`src/dss_defs.svh`:
```
// dss_defs.svh: offsets, field positions, reset values and timing counts
// of the drum step sequencer. definitions only; included by bare name.
`ifndef DSS_DEFS_SVH
`define DSS_DEFS_SVH

// control and status words, byte addresses
`define DSS_OFF_CTRL      12'h000
`define DSS_OFF_TIMEBASE  12'h004
`define DSS_OFF_PRESET    12'h008
`define DSS_OFF_LAST      12'h00c
`define DSS_OFF_STATUS    12'h010
`define DSS_OFF_ELAPSED   12'h014
`define DSS_OFF_SUBTMR    12'h018
`define DSS_OFF_PRESETNUM 12'h01c
`define DSS_OFF_CURSTEP   12'h020
// per-step tables, sixteen words each
`define DSS_OFF_PATTERN   12'h040
`define DSS_OFF_MASK      12'h080
`define DSS_OFF_STEPCFG   12'h0c0

// control word fields
`define DSS_CTRL_VAR_LSB  0
`define DSS_CTRL_RUN_BIT  2
// step config word fields
`define DSS_CFG_CNT_MSB   13
`define DSS_CFG_TIME_BIT  14
`define DSS_CFG_EVT_BIT   15
// status word fields
`define DSS_STAT_DONE_BIT 0
`define DSS_STAT_RUN_BIT  1

// reset values
`define DSS_RST_TIMEBASE  14'h0001
`define DSS_RST_STEP      5'h01
`define DSS_RST_LAST      5'h10
`define DSS_RST_STEPCFG   16'h4001
`define DSS_RST_PATTERN   16'h0000
`define DSS_RST_MASK      16'hffff

// limits
`define DSS_MAX_SETTING   14'h270f
`define DSS_NUM_STEPS     5'h10

// timing: 0.01 s reference against a 20 ns clock
`define DSS_REF_PERIOD_NS 10000000
`define DSS_CLK_PERIOD_NS 20
`define DSS_REF_CYCLES    (`DSS_REF_PERIOD_NS / `DSS_CLK_PERIOD_NS)

`endif

```
`src/dss_pkg.sv`:
```
// dss_pkg.sv: types of the drum step sequencer.
// assumes nothing of its surroundings.
package dss_pkg;

    typedef enum logic [1:0] {
        DSS_VAR_TIMED      = 2'h0,
        DSS_VAR_EVENT_BITS = 2'h1,
        DSS_VAR_MASK_BITS  = 2'h2,
        DSS_VAR_MASK_WORD  = 2'h3
    } dss_variant_e;

    typedef enum logic [2:0] {
        DSS_ST_IDLE = 3'b001,
        DSS_ST_RUN  = 3'b010,
        DSS_ST_DONE = 3'b100
    } dss_state_e;

endpackage : dss_pkg

```
`src/dss_seq.sv`:
```
// dss_seq.sv: sixteen-step, sixteen-output drum step sequencer, APB slave.
// assumes start, jog, reset and event lines arrive asynchronously,
// scan_tick is a one-cycle pulse on pclk, and pclk runs at 50 MHz.
//
// Functional notes
// sixteen steps, each with an on/off value for sixteen outputs
// all steps share the same sixteen outputs, each step its own pattern
// all variants advance on time; three also on events, timed has none
// pattern goes out as one word or as sixteen bits per variant
// timebase programmable 0.01 s to 99.99 s, common to all steps
// step time is 0.01 s times timebase times the step's counts
// timebase and per-step counts accept values up to 9999
// state is evaluated once per update tick only; jog, reset and run entry act on any pclk cycle
// on entering a step its pattern is driven at once
// event steps wait while event false, time runs only while true
// when a step's counts expire the sequencer moves to the next step
// each step advances on event, on time, or on both
// any step may be last; fewer outputs used via pattern and mask
// four status counters: elapsed, sub timer, preset step, current step
// sub timer reported in 0.01 s units toward one count
// preset step status changes only by reconfiguration
// while reset is active the sequencer sits at the preset step
// last step done sets completion flag and complete state; reset clears
// complete state holds the last step's masked pattern
// complete state ignores start and jog
// masked variants gate each output with an enable mask
// reset beats start; start runs; start off freezes and holds outputs
// jog rising edge advances one step regardless of start; timed has none
// mask bit 1 drives the output, 0 leaves it unchanged; mask per step
// run entry and reset go to preset step, drive it, clear the flag
// 0.01 s ticks fill sub timer; at timebase count up and clear it
// every step change, jog too, clears elapsed and sub timer
`timescale 1ns/100ps
`include "dss_defs.svh"

module dss_seq
    import dss_pkg::*;
#(
    parameter int REF_CYCLES = `DSS_REF_CYCLES
) (
    // clock, reset, enable
    input  wire logic        pclk,
    input  wire logic        presetn,
    input  wire logic        ce,
    // apb slave
    input  wire logic        psel,
    input  wire logic        penable,
    input  wire logic        pwrite,
    input  wire logic [11:0] paddr,
    input  wire logic [31:0] pwdata,
    output logic      [31:0] prdata,
    output logic             pready,
    output logic             pslverr,
    // control lines from surrounding logic
    input  wire logic        scan_tick,
    input  wire logic        start_in,
    input  wire logic        jog_in,
    input  wire logic        seq_reset_in,
    input  wire logic [15:0] step_event_input,
    // outputs
    output logic      [15:0] out_word,
    output logic      [15:0] out_bits,
    output logic             completion_flag
);

    if (REF_CYCLES < 2) begin : g_chk
        $error("dss_seq: REF_CYCLES must be at least 2");
    end

    localparam int RCW = $clog2(REF_CYCLES);

    // configuration registers
    dss_variant_e variant_r;
    logic         run_r;
    logic [13:0]  timebase_r;
    logic [4:0]   preset_r;
    logic [4:0]   last_r;
    logic [15:0]  pat_r  [16];
    logic [15:0]  mask_r [16];
    logic [15:0]  cfg_r  [16];

    // sequencer state
    dss_state_e   state_r,   state_nxt;
    logic [4:0]   cur_r,     cur_nxt;
    logic [15:0]  elapsed_r, elapsed_nxt;
    logic [15:0]  sub_r,     sub_nxt;
    logic [15:0]  pend_r,    pend_nxt;
    logic         done_nxt;
    logic         run_d_r;
    logic [RCW-1:0] ref_cnt_r;
    logic         ref_pulse_r;

    // input synchronisers: start, jog, reset, events
    logic [18:0]  s1_r, s2_r, s3_r, sv_r;
    logic         jog_d_r;

    // apb
    logic         pready_r, pslverr_r;
    logic [31:0]  prdata_r;

    assign prdata          = prdata_r;
    assign pready          = pready_r;
    assign pslverr         = pslverr_r;

    // address decode
    wire        setup_ph  = psel & ~penable;
    wire        wr_en     = psel & penable & pready_r & pwrite & ce;
    wire        in_low    = (paddr[11:6] == 6'h00);
    wire        in_pat    = (paddr[11:6] == 6'h01);
    wire        in_mask   = (paddr[11:6] == 6'h02);
    wire        in_cfg    = (paddr[11:6] == 6'h03);
    wire [3:0]  widx      = paddr[5:2];
    wire        low_hit   = in_low && (paddr[5:2] <= 4'h8);
    wire        addr_hit  = (low_hit | in_pat | in_mask | in_cfg)
                            && (paddr[1:0] == 2'h0);
    wire        wr_ctrl   = wr_en && (paddr == `DSS_OFF_CTRL);
    wire        wr_tb     = wr_en && (paddr == `DSS_OFF_TIMEBASE);
    wire        wr_pre    = wr_en && (paddr == `DSS_OFF_PRESET);
    wire        wr_last   = wr_en && (paddr == `DSS_OFF_LAST);

    // settings clamp into their legal ranges
    wire [13:0] tb_wr     = (pwdata[13:0] > `DSS_MAX_SETTING) ?
                            `DSS_MAX_SETTING : pwdata[13:0];
    wire [4:0]  step_wr   = (pwdata[4:0] == 5'h00) ? 5'h01 :
                            (pwdata[4:0] > `DSS_NUM_STEPS) ?
                            `DSS_NUM_STEPS : pwdata[4:0];

    // status view
    wire        in_run    = (state_r != DSS_ST_IDLE);
    wire [31:0] stat_word = {30'h0, in_run, completion_flag};

    wire [31:0] low_mux   =
        (paddr[5:2] == 4'h0) ? {29'h0, run_r, variant_r} :
        (paddr[5:2] == 4'h1) ? {18'h0, timebase_r} :
        (paddr[5:2] == 4'h2) ? {27'h0, preset_r} :
        (paddr[5:2] == 4'h3) ? {27'h0, last_r} :
        (paddr[5:2] == 4'h4) ? stat_word :
        (paddr[5:2] == 4'h5) ? {16'h0, elapsed_r} :
        (paddr[5:2] == 4'h6) ? {16'h0, sub_r} :
        (paddr[5:2] == 4'h7) ? {27'h0, preset_r} :
                               {27'h0, cur_r};
    wire [31:0] rd_mux    =
        !addr_hit ? 32'h0 :
        in_low    ? low_mux :
        in_pat    ? {16'h0, pat_r[widx]} :
        in_mask   ? {16'h0, mask_r[widx]} :
                    {16'h0, cfg_r[widx]};

    // bus answers: zero wait states, one access cycle
    always_ff @(posedge pclk or negedge presetn) begin
        if (!presetn) begin
            pready_r  <= 1'b0;
            pslverr_r <= 1'b0;
            prdata_r  <= 32'h0;
        end else if (ce) begin
            pready_r  <= setup_ph;
            pslverr_r <= setup_ph & ~addr_hit;
            if (setup_ph && !pwrite) begin
                prdata_r <= rd_mux;
            end
        end
    end

    // global settings
    always_ff @(posedge pclk or negedge presetn) begin
        if (!presetn) begin
            variant_r  <= DSS_VAR_TIMED;
            run_r      <= 1'b0;
            timebase_r <= `DSS_RST_TIMEBASE;
            preset_r   <= `DSS_RST_STEP;
            last_r     <= `DSS_RST_LAST;
        end else begin
            if (wr_ctrl) begin
                variant_r <= dss_variant_e'(pwdata[1:0]);
                run_r     <= pwdata[`DSS_CTRL_RUN_BIT];
            end
            if (wr_tb) begin
                timebase_r <= tb_wr;
            end
            if (wr_pre) begin
                preset_r <= step_wr;
            end
            if (wr_last) begin
                last_r <= step_wr;
            end
        end
    end

    // per-step pattern, mask and transition tables
    for (genvar g = 0; g < 16; g++) begin : g_step
        always_ff @(posedge pclk or negedge presetn) begin
            if (!presetn) begin
                pat_r[g]  <= `DSS_RST_PATTERN;
                mask_r[g] <= `DSS_RST_MASK;
                cfg_r[g]  <= `DSS_RST_STEPCFG;
            end else if (wr_en && widx == 4'(g)) begin
                if (in_pat) begin
                    pat_r[g] <= pwdata[15:0];
                end
                if (in_mask) begin
                    mask_r[g] <= pwdata[15:0];
                end
                if (in_cfg) begin
                    cfg_r[g] <= {pwdata[15:14],
                                 (pwdata[13:0] > `DSS_MAX_SETTING) ?
                                 `DSS_MAX_SETTING : pwdata[13:0]};
                end
            end
        end
    end

    // three-stage sync; a change counts once stages two and three agree
    wire [18:0] raw_in = {seq_reset_in, jog_in, start_in, step_event_input};
    wire [18:0] sv_nxt = (s2_r & s3_r) | (sv_r & (s2_r ^ s3_r));

    always_ff @(posedge pclk or negedge presetn) begin
        if (!presetn) begin
            s1_r    <= 19'h0;
            s2_r    <= 19'h0;
            s3_r    <= 19'h0;
            sv_r    <= 19'h0;
            jog_d_r <= 1'b0;
        end else if (ce) begin
            s1_r    <= raw_in;
            s2_r    <= s1_r;
            s3_r    <= s2_r;
            sv_r    <= sv_nxt;
            jog_d_r <= sv_r[17];
        end
    end

    wire        rst_v    = sv_r[18];
    wire        start_v  = sv_r[16];
    wire [15:0] event_v  = sv_r[15:0];
    wire        jog_rise = sv_r[17] & ~jog_d_r;

    // 0.01 s reference from pclk
    always_ff @(posedge pclk or negedge presetn) begin
        if (!presetn) begin
            ref_cnt_r   <= '0;
            ref_pulse_r <= 1'b0;
        end else if (ce) begin
            ref_pulse_r <= (ref_cnt_r == RCW'(REF_CYCLES - 1));
            if (ref_cnt_r == RCW'(REF_CYCLES - 1)) begin
                ref_cnt_r <= '0;
            end else begin
                ref_cnt_r <= ref_cnt_r + RCW'(1);
            end
        end
    end

    // current step decode
    wire [3:0]  cur_idx   = 4'(cur_r - 5'h01);
    wire [15:0] cur_cfg   = cfg_r[cur_idx];
    wire [13:0] cur_cnts  = cur_cfg[`DSS_CFG_CNT_MSB:0];
    wire        has_evt   = (variant_r != DSS_VAR_TIMED)
                            && cur_cfg[`DSS_CFG_EVT_BIT];
    wire        use_time  = cur_cfg[`DSS_CFG_TIME_BIT] | ~has_evt;
    wire        evt_ok    = !has_evt || event_v[cur_idx];
    wire        jog_ok    = (variant_r != DSS_VAR_TIMED) && jog_rise;
    wire        is_last   = (cur_r == last_r) || (cur_r == `DSS_NUM_STEPS);
    wire        counting  = (state_r == DSS_ST_RUN) && start_v && !rst_v;
    wire [15:0] ref_add   = {15'h0, ref_pulse_r};
    wire [15:0] cs_now    = pend_r + ref_add;
    wire [15:0] sub_sum   = sub_r + cs_now;
    wire [15:0] tb_eff    = (timebase_r == 14'h0) ? 16'h0001 :
                            {2'h0, timebase_r};
    wire [15:0] el_inc    = elapsed_r + 16'h0001;
    wire        count_up  = sub_sum >= tb_eff;
    wire        cnt_exp   = count_up && (el_inc >= {2'h0, cur_cnts});
    wire        run_rise  = run_r & ~run_d_r;

    // step sequencing
    always_comb begin
        state_nxt   = state_r;
        cur_nxt     = cur_r;
        elapsed_nxt = elapsed_r;
        sub_nxt     = sub_r;
        done_nxt    = completion_flag;
        // ticks pile up between scans, discarded while frozen
        pend_nxt    = counting ? cs_now : 16'h0;
        if (!run_r) begin
            state_nxt = DSS_ST_IDLE;
        end else if (run_rise || rst_v) begin
            // reset beats start and jog, and holds the preset step
            state_nxt   = DSS_ST_RUN;
            cur_nxt     = preset_r;
            elapsed_nxt = 16'h0;
            sub_nxt     = 16'h0;
            done_nxt    = 1'b0;
        end else if (state_r == DSS_ST_RUN) begin
            if (jog_ok) begin
                if (is_last) begin
                    state_nxt = DSS_ST_DONE;
                    done_nxt  = 1'b1;
                end else begin
                    cur_nxt = cur_r + 5'h01;
                end
                elapsed_nxt = 16'h0;
                sub_nxt     = 16'h0;
                pend_nxt    = 16'h0;
            end else if (counting && scan_tick) begin
                pend_nxt = 16'h0;
                if (evt_ok) begin
                    if (!use_time || cnt_exp) begin
                        if (is_last) begin
                            state_nxt = DSS_ST_DONE;
                            done_nxt  = 1'b1;
                        end else begin
                            cur_nxt = cur_r + 5'h01;
                        end
                        elapsed_nxt = 16'h0;
                        sub_nxt     = 16'h0;
                    end else if (count_up) begin
                        elapsed_nxt = el_inc;
                        sub_nxt     = 16'h0;
                    end else begin
                        sub_nxt = sub_sum;
                    end
                end
            end
        end
        // complete state: start and jog change nothing
    end

    // outputs follow the step being entered in the same cycle
    wire [3:0]  nxt_idx   = 4'(cur_nxt - 5'h01);
    wire        masked    = (variant_r == DSS_VAR_MASK_BITS)
                            || (variant_r == DSS_VAR_MASK_WORD);
    wire [15:0] en_mask   = masked ? mask_r[nxt_idx] : 16'hffff;
    wire        to_word   = (variant_r == DSS_VAR_MASK_WORD);
    wire        drive     = (state_nxt == DSS_ST_RUN);
    wire [15:0] word_nxt  = (pat_r[nxt_idx] & en_mask)
                            | (out_word & ~en_mask);
    wire [15:0] bits_nxt  = (pat_r[nxt_idx] & en_mask)
                            | (out_bits & ~en_mask);

    always_ff @(posedge pclk or negedge presetn) begin
        if (!presetn) begin
            state_r         <= DSS_ST_IDLE;
            cur_r           <= `DSS_RST_STEP;
            elapsed_r       <= 16'h0;
            sub_r           <= 16'h0;
            pend_r          <= 16'h0;
            completion_flag <= 1'b0;
            run_d_r         <= 1'b0;
        end else if (ce) begin
            state_r         <= state_nxt;
            cur_r           <= cur_nxt;
            elapsed_r       <= elapsed_nxt;
            sub_r           <= sub_nxt;
            pend_r          <= pend_nxt;
            completion_flag <= done_nxt;
            run_d_r         <= run_r;
        end
    end

    // done and frozen states keep the last driven pattern
    always_ff @(posedge pclk or negedge presetn) begin
        if (!presetn) begin
            out_word <= 16'h0;
            out_bits <= 16'h0;
        end else if (ce && drive) begin
            if (to_word) begin
                out_word <= word_nxt;
            end else begin
                out_bits <= bits_nxt;
            end
        end
    end

endmodule : dss_seq

```
`config.mk`:
```
export PLATFORM = sky130hd
export DESIGN_NAME = dss_seq
export DESIGN_NICKNAME = d
export VERILOG_FILES = /design/src/dss_pkg.sv /design/src/dss_seq.sv
export VERILOG_INCLUDE_DIRS = /design/src
export SDC_FILE = /design/constraint.sdc
export NUM_CORES = 2
export LEC_CHECK = 0
export BUFFER_PORTS_ARGS = -buffer_cell sky130_fd_sc_hd__buf_2
export CAP_MARGIN = 20
export CORE_MARGIN = 1
export CORE_UTILIZATION = 40
export DETAILED_ROUTE_END_ITERATION = 12
export PLACE_DENSITY = 0.65
export SETUP_SLACK_MARGIN = 0.1
export SLEW_MARGIN = 20
export SYNTH_ARGS = -nofsm -noshare
export SYNTH_HDL_FRONTEND = slang
export SYNTH_SLANG_ARGS = --single-unit
```
`constraint.sdc`:
```
create_clock -name pclk -period 24.2 [get_ports pclk]
set_input_delay 4.84 -clock pclk [delete_from_list [all_inputs] [get_ports pclk]]
set_output_delay 4.84 -clock pclk [all_outputs]
set_load 0.02 [all_outputs]
```
# After elaboration in Yosys (flattened, before gate mapping)
# Index checks and enable logic that the tools add are counted.
# Widths: inputs -> output; s select.
[op_classes] addsub=7 n_lt_le_gt_ge=9 eq_ne=29 mux=81 bitwise_logic=31 reduce_logical=105
[ops] cell="$mux 16" n=44
[ops] cell="$bmux 16 s4" n=6
[ops] cell="$reduce_and 2->1" n=51
[ops] cell="$mux 5" n=11
[ops] cell="$and 16x16->16" n=3
[ops] cell="$and 19x19->19" n=2
[ops] cell="$eq 4x4->1 const B" n=8
[ops] cell="$ge 16x14->1" n=2
[ops] cell="$or 16x16->16" n=2
[ops] cell="$logic_and 1x1->1" n=30
[ops] cell="$mux 14" n=2
[ops] cell="$eq 12x4->1 const B" n=2
[ops] cell="$mux 3" n=8
[ops] cell="$add 19x1->19 const B" n=1
[ops] cell="$eq 19x19->1 const B" n=1
[ops] cell="$mux 19" n=1
[ops] cell="$or 19x19->19" n=1
[ops] cell="$xor 19x19->19" n=1
[ops] cell="$add 16x1->16" n=1
[ops] cell="$add 16x1->16 const B" n=1
[ops] cell="$add 16x16->16" n=1
[ops] cell="$eq 4x3->1 const B" n=4
[ops] cell="$not 16->16" n=1
[ops] cell="$ge 5x5->1 const B" n=3
[ops] cell="other kinds (35)" n=75
[word_totals] register_bits=1016 in_bits=70 output_inout_bits=67 wordCells=334

# Longest topological paths before layout
[depth] depth_word=26 depth_mapped=39 ltp_nobuf=35

# Worst setup path after synthesis
# No wires, ideal clock.
[synth_path] path_kind="in2reg" startpoint="input port scan_tick" endpoint="register (tool-made name)" setup_ps=125 arrival_time_ps=8367 required_ps=24075 slack_ps=15709 cell_stages=15 n_path_buf=5 path_cell_list="a32o_1 nand2_1 a21oi_2 o21a_1 o22ai_1 buf_4 buf_4 buf_4 ha_1 clkinv_1 clkbuf_1 clkbuf_1 mux4_2 mux4_2 mux2_2"
[synth_rtl] element="from (decl)" line_no="dss_seq.sv:55" rtl="input wire logic scan_tick,"

==> metrics.md <==
| Metric | Value |
|---|---|
| Tmin final | `10000 ps` |
| Post-place instance area | `56000 um2` |
| Core Util, Final | `0.448` |
| Area leader, netlist | `dfrtp_1` |
| Setup crit end kind | `register` |
| Sequential share of the synthesized area | `0.473` |
| Reg2Reg Setup Slack | `14200 ps` |
| Outcome | `finished clean` |
| Tcrit/Tclk final | `0.413` |
| Total gr overflow | `0` |
| TritonCTS buffer count | `108` |
| Setup crit start kind | `register` |
| Total die area | `136000 um2` |
| Setup_tns | `0 ps` |
| I/O Pins | `137` |
| CTS Buffer Depth | `3` |
| Pwr dens | `71.1 nW/um2` |
| Post-CTS Setup Inserts | `0` |
| Min-delay worst type | `register to register` |
| Most frequent cells in the layout | `mux2_2, dfrtp_1, nand2_1` |
| Avg Cell Area, Syn | `12.7 um2` |
| Die Span X | `368 um` |
| Unique cell type count in the Yosys netlist | `71` |
| Ys async rst share | `1.00` |
| Design Power | `4.25 mW` |
| Final instance area | `59700 um2` |
| CP max stage delay | `890 ps` |
| Vias in the first global route | `36100` |
| Row cnt | `134` |
| Vias per inst | `5.98` |
| Critical-path maximum fanout | `63` |
| Hold Vio Cnt, Final | `0` |
| Peak supply drop | `0.0000797 V` |
| Syn Std Cell Area | `53700 um2` |
| Max-slew violations | `0` |
| Core Area | `133000 um2` |
| Largest net degree at the start of global routing | `192` |
| Final setup fails | `0` |
| RSZ-0062 raised after global routing | `no` |
| Root Driver | `clkbuf_16` |
| Commonest non-fill, non-tap cell in the layout | `mux2_2` |
| Worst path top cell family by delay | `compound AO/OA/AOI/OAI gates` |
| Worst-skew pair later-pin latency | `730 ps` |
| Fmax | `0.100 GHz` |
| Routed len/inst | `26.1 um` |
| Post-synthesis register bit count | `1000` |
| P&R area growth vs syn | `11.2%` |
| DRC Markers | `0` |
| Worst slew pin tran | `1130 ps` |
| CP Class | `register to register` |
| Max_slew headroom | `0.240` |
| Vias | `36200` |
| DRT iter0 DRCs | `3539` |
| Placer Congestion | `0.904` |
| Nets | `4326` |
| Buffers plus inverters on the worst setup path | `2` |
| Max cap viols | `0` |
| Reg clk slew, reported paths | `60 ps` |
| Final ANT Viol Nets | `0` |
| Antenna violations before repair | `13` |
| Cells after synthesis | `4221` |
| Critical path depth | `33` |
| CTS tree | `yes` |
| Clk sinks | `1000` |
| Reg2Reg Depth | `33` |
| Yosys warns | `0` |
| Hold_buf cts | `0` |
| Hpwl dp | `94900 um` |
| Required @ worst endpoint | `24810 ps` |
| Cts repair resizes | `0` |
| Slowest-stage cell, CP | `a21boi_0` |
| First-pass GRT wire length | `238000 um` |
| Commonest register cell after synthesis | `dfrtp_1` |
| IO Port Bufs | `104` |
| Share of layout cells above drive strength 1 | `0.436` |
| Leak pwr | `25.8 nW` |
| H-Tree Level Count | `3` |
| Pre-antenna DRT Iters | `8` |
| Worst Clk Skew | `43.4 ps` |
| Leading post-synthesis cells by cell area | `dfrtp_1, mux4_2, mux2_2` |
| GR Util All Layers | `0.233` |
| Yosys top cell area share | `0.329` |
| Setup crit start | `ref_pulse_r` |
| EDFF count, synth | `0` |
| Routed WL | `158000 um` |
| Worst flop-to-flop path startpoint | `ref_pulse_r` |
| Crit path DAT | `10610 ps` |
| Initial Util | `0.403` |
| Chip height | `368 um` |
| Cell mode on critical path | `a21oi_1` |
## metrics by stage
stage	worst slack (ps)	hold slack (ps)	std cells
after floorplan	15710	443	4236
after global placement	14190	457	5841
after detailed placement	14210	458	5841
after CTS	14290	466	6040
after global routing	13480	477	6041
final	14200	467	6042
## how the worst min path moves through the flow
stage,from,to,slack [ps],depth (start not counted)
finish,cfg_r[94],cfg_r[94],470,2
global route,cfg_r[46],cfg_r[46],480,2
CTS,cfg_r[254],cfg_r[254],470,2
detailed placement,cfg_r[94],cfg_r[94],460,2
global placement,cfg_r[30],cfg_r[30],460,2
floorplan,cfg_r[110],cfg_r[110],440,2
## logic make-up (layout without fill, tap and decap cells)
group,count (synthesis),count (layout),share of synthesized area
AO/OA/AOI/OAI,604,604,0.0659
flip-flops,1000,1000,0.473
buffers and inverters,420,457,0.0319
AND/OR/NAND/NOR,883,883,0.0696
XOR/XNOR,67,67,0.0114
adder cells (fa/ha/maj),72,72,0.0169
other,1,17,0.0000698
multiplexers,1174,1174,0.331
## worst min-delay path: stages (launching register included)
cell and delay, ps:
dfstp_2 370, nand2_1 50, nand2_1 50
## layout make-up
cell class	count	area (um2)
fill	11900	73600
clock buffer	166	3250
antenna	1	2.50
timing repair buffer	199	1330
sequential	1000	25400
clock inverter	33	423
inverter	59	221
tap	1768	2210
multi-input combinational	2816	26900
## Yosys cell counts, drive strengths merged (4+ instances only)
cell type    n
mux2       735
dfrtp      707
nand2      560
mux4       409
o21ai      332
dfstp      293
clkbuf     287
nor2       129
buf         74
ha          71
o22ai       69
a21oi       64
nand3       62
inv         56
xnor2       42
o211ai      37
mux2i       30
nand2b      25
xor2        25
nand4       20
nor3        19
a211oi      16
and3        13
a22oi       12
and2        11
a21o        10
nor2b       10
o31ai       10
nor4         8
o2111ai      7
or2          6
nand3b       5
o221ai       4
o2bb2ai      4
## sequential cells by signal, indices dropped and copies added, names as in the netlist, 19 cells and up, named ones only
signal and flops:
cfg_r 256, mask_r 256, pat_r 256, ref_cnt_r 19
s1_r 19, s2_r 19, s3_r 19, sv_r 19
## power by group
part / internal, mW / switching [mW]
sequential: 1.71 / 0.0335
combinational: 0.279 / 0.518
clock: 0.991 / 0.710
## metal layers
metal / GRT usage / routed length, um / vias to the layer above / part of all wire
met4: 0.0887 / 6150 / 20 / 0.039
li1: - / - / 15500 / -
met5: 0 / 122 / - / 0.00077
met1: 0.319 / 64800 / 18800 / 0.41
met2: 0.361 / 72700 / 1449 / 0.46
met3: 0.0543 / 13900 / 343 / 0.088
Note: power is estimated with default switching activity, not from simulation.
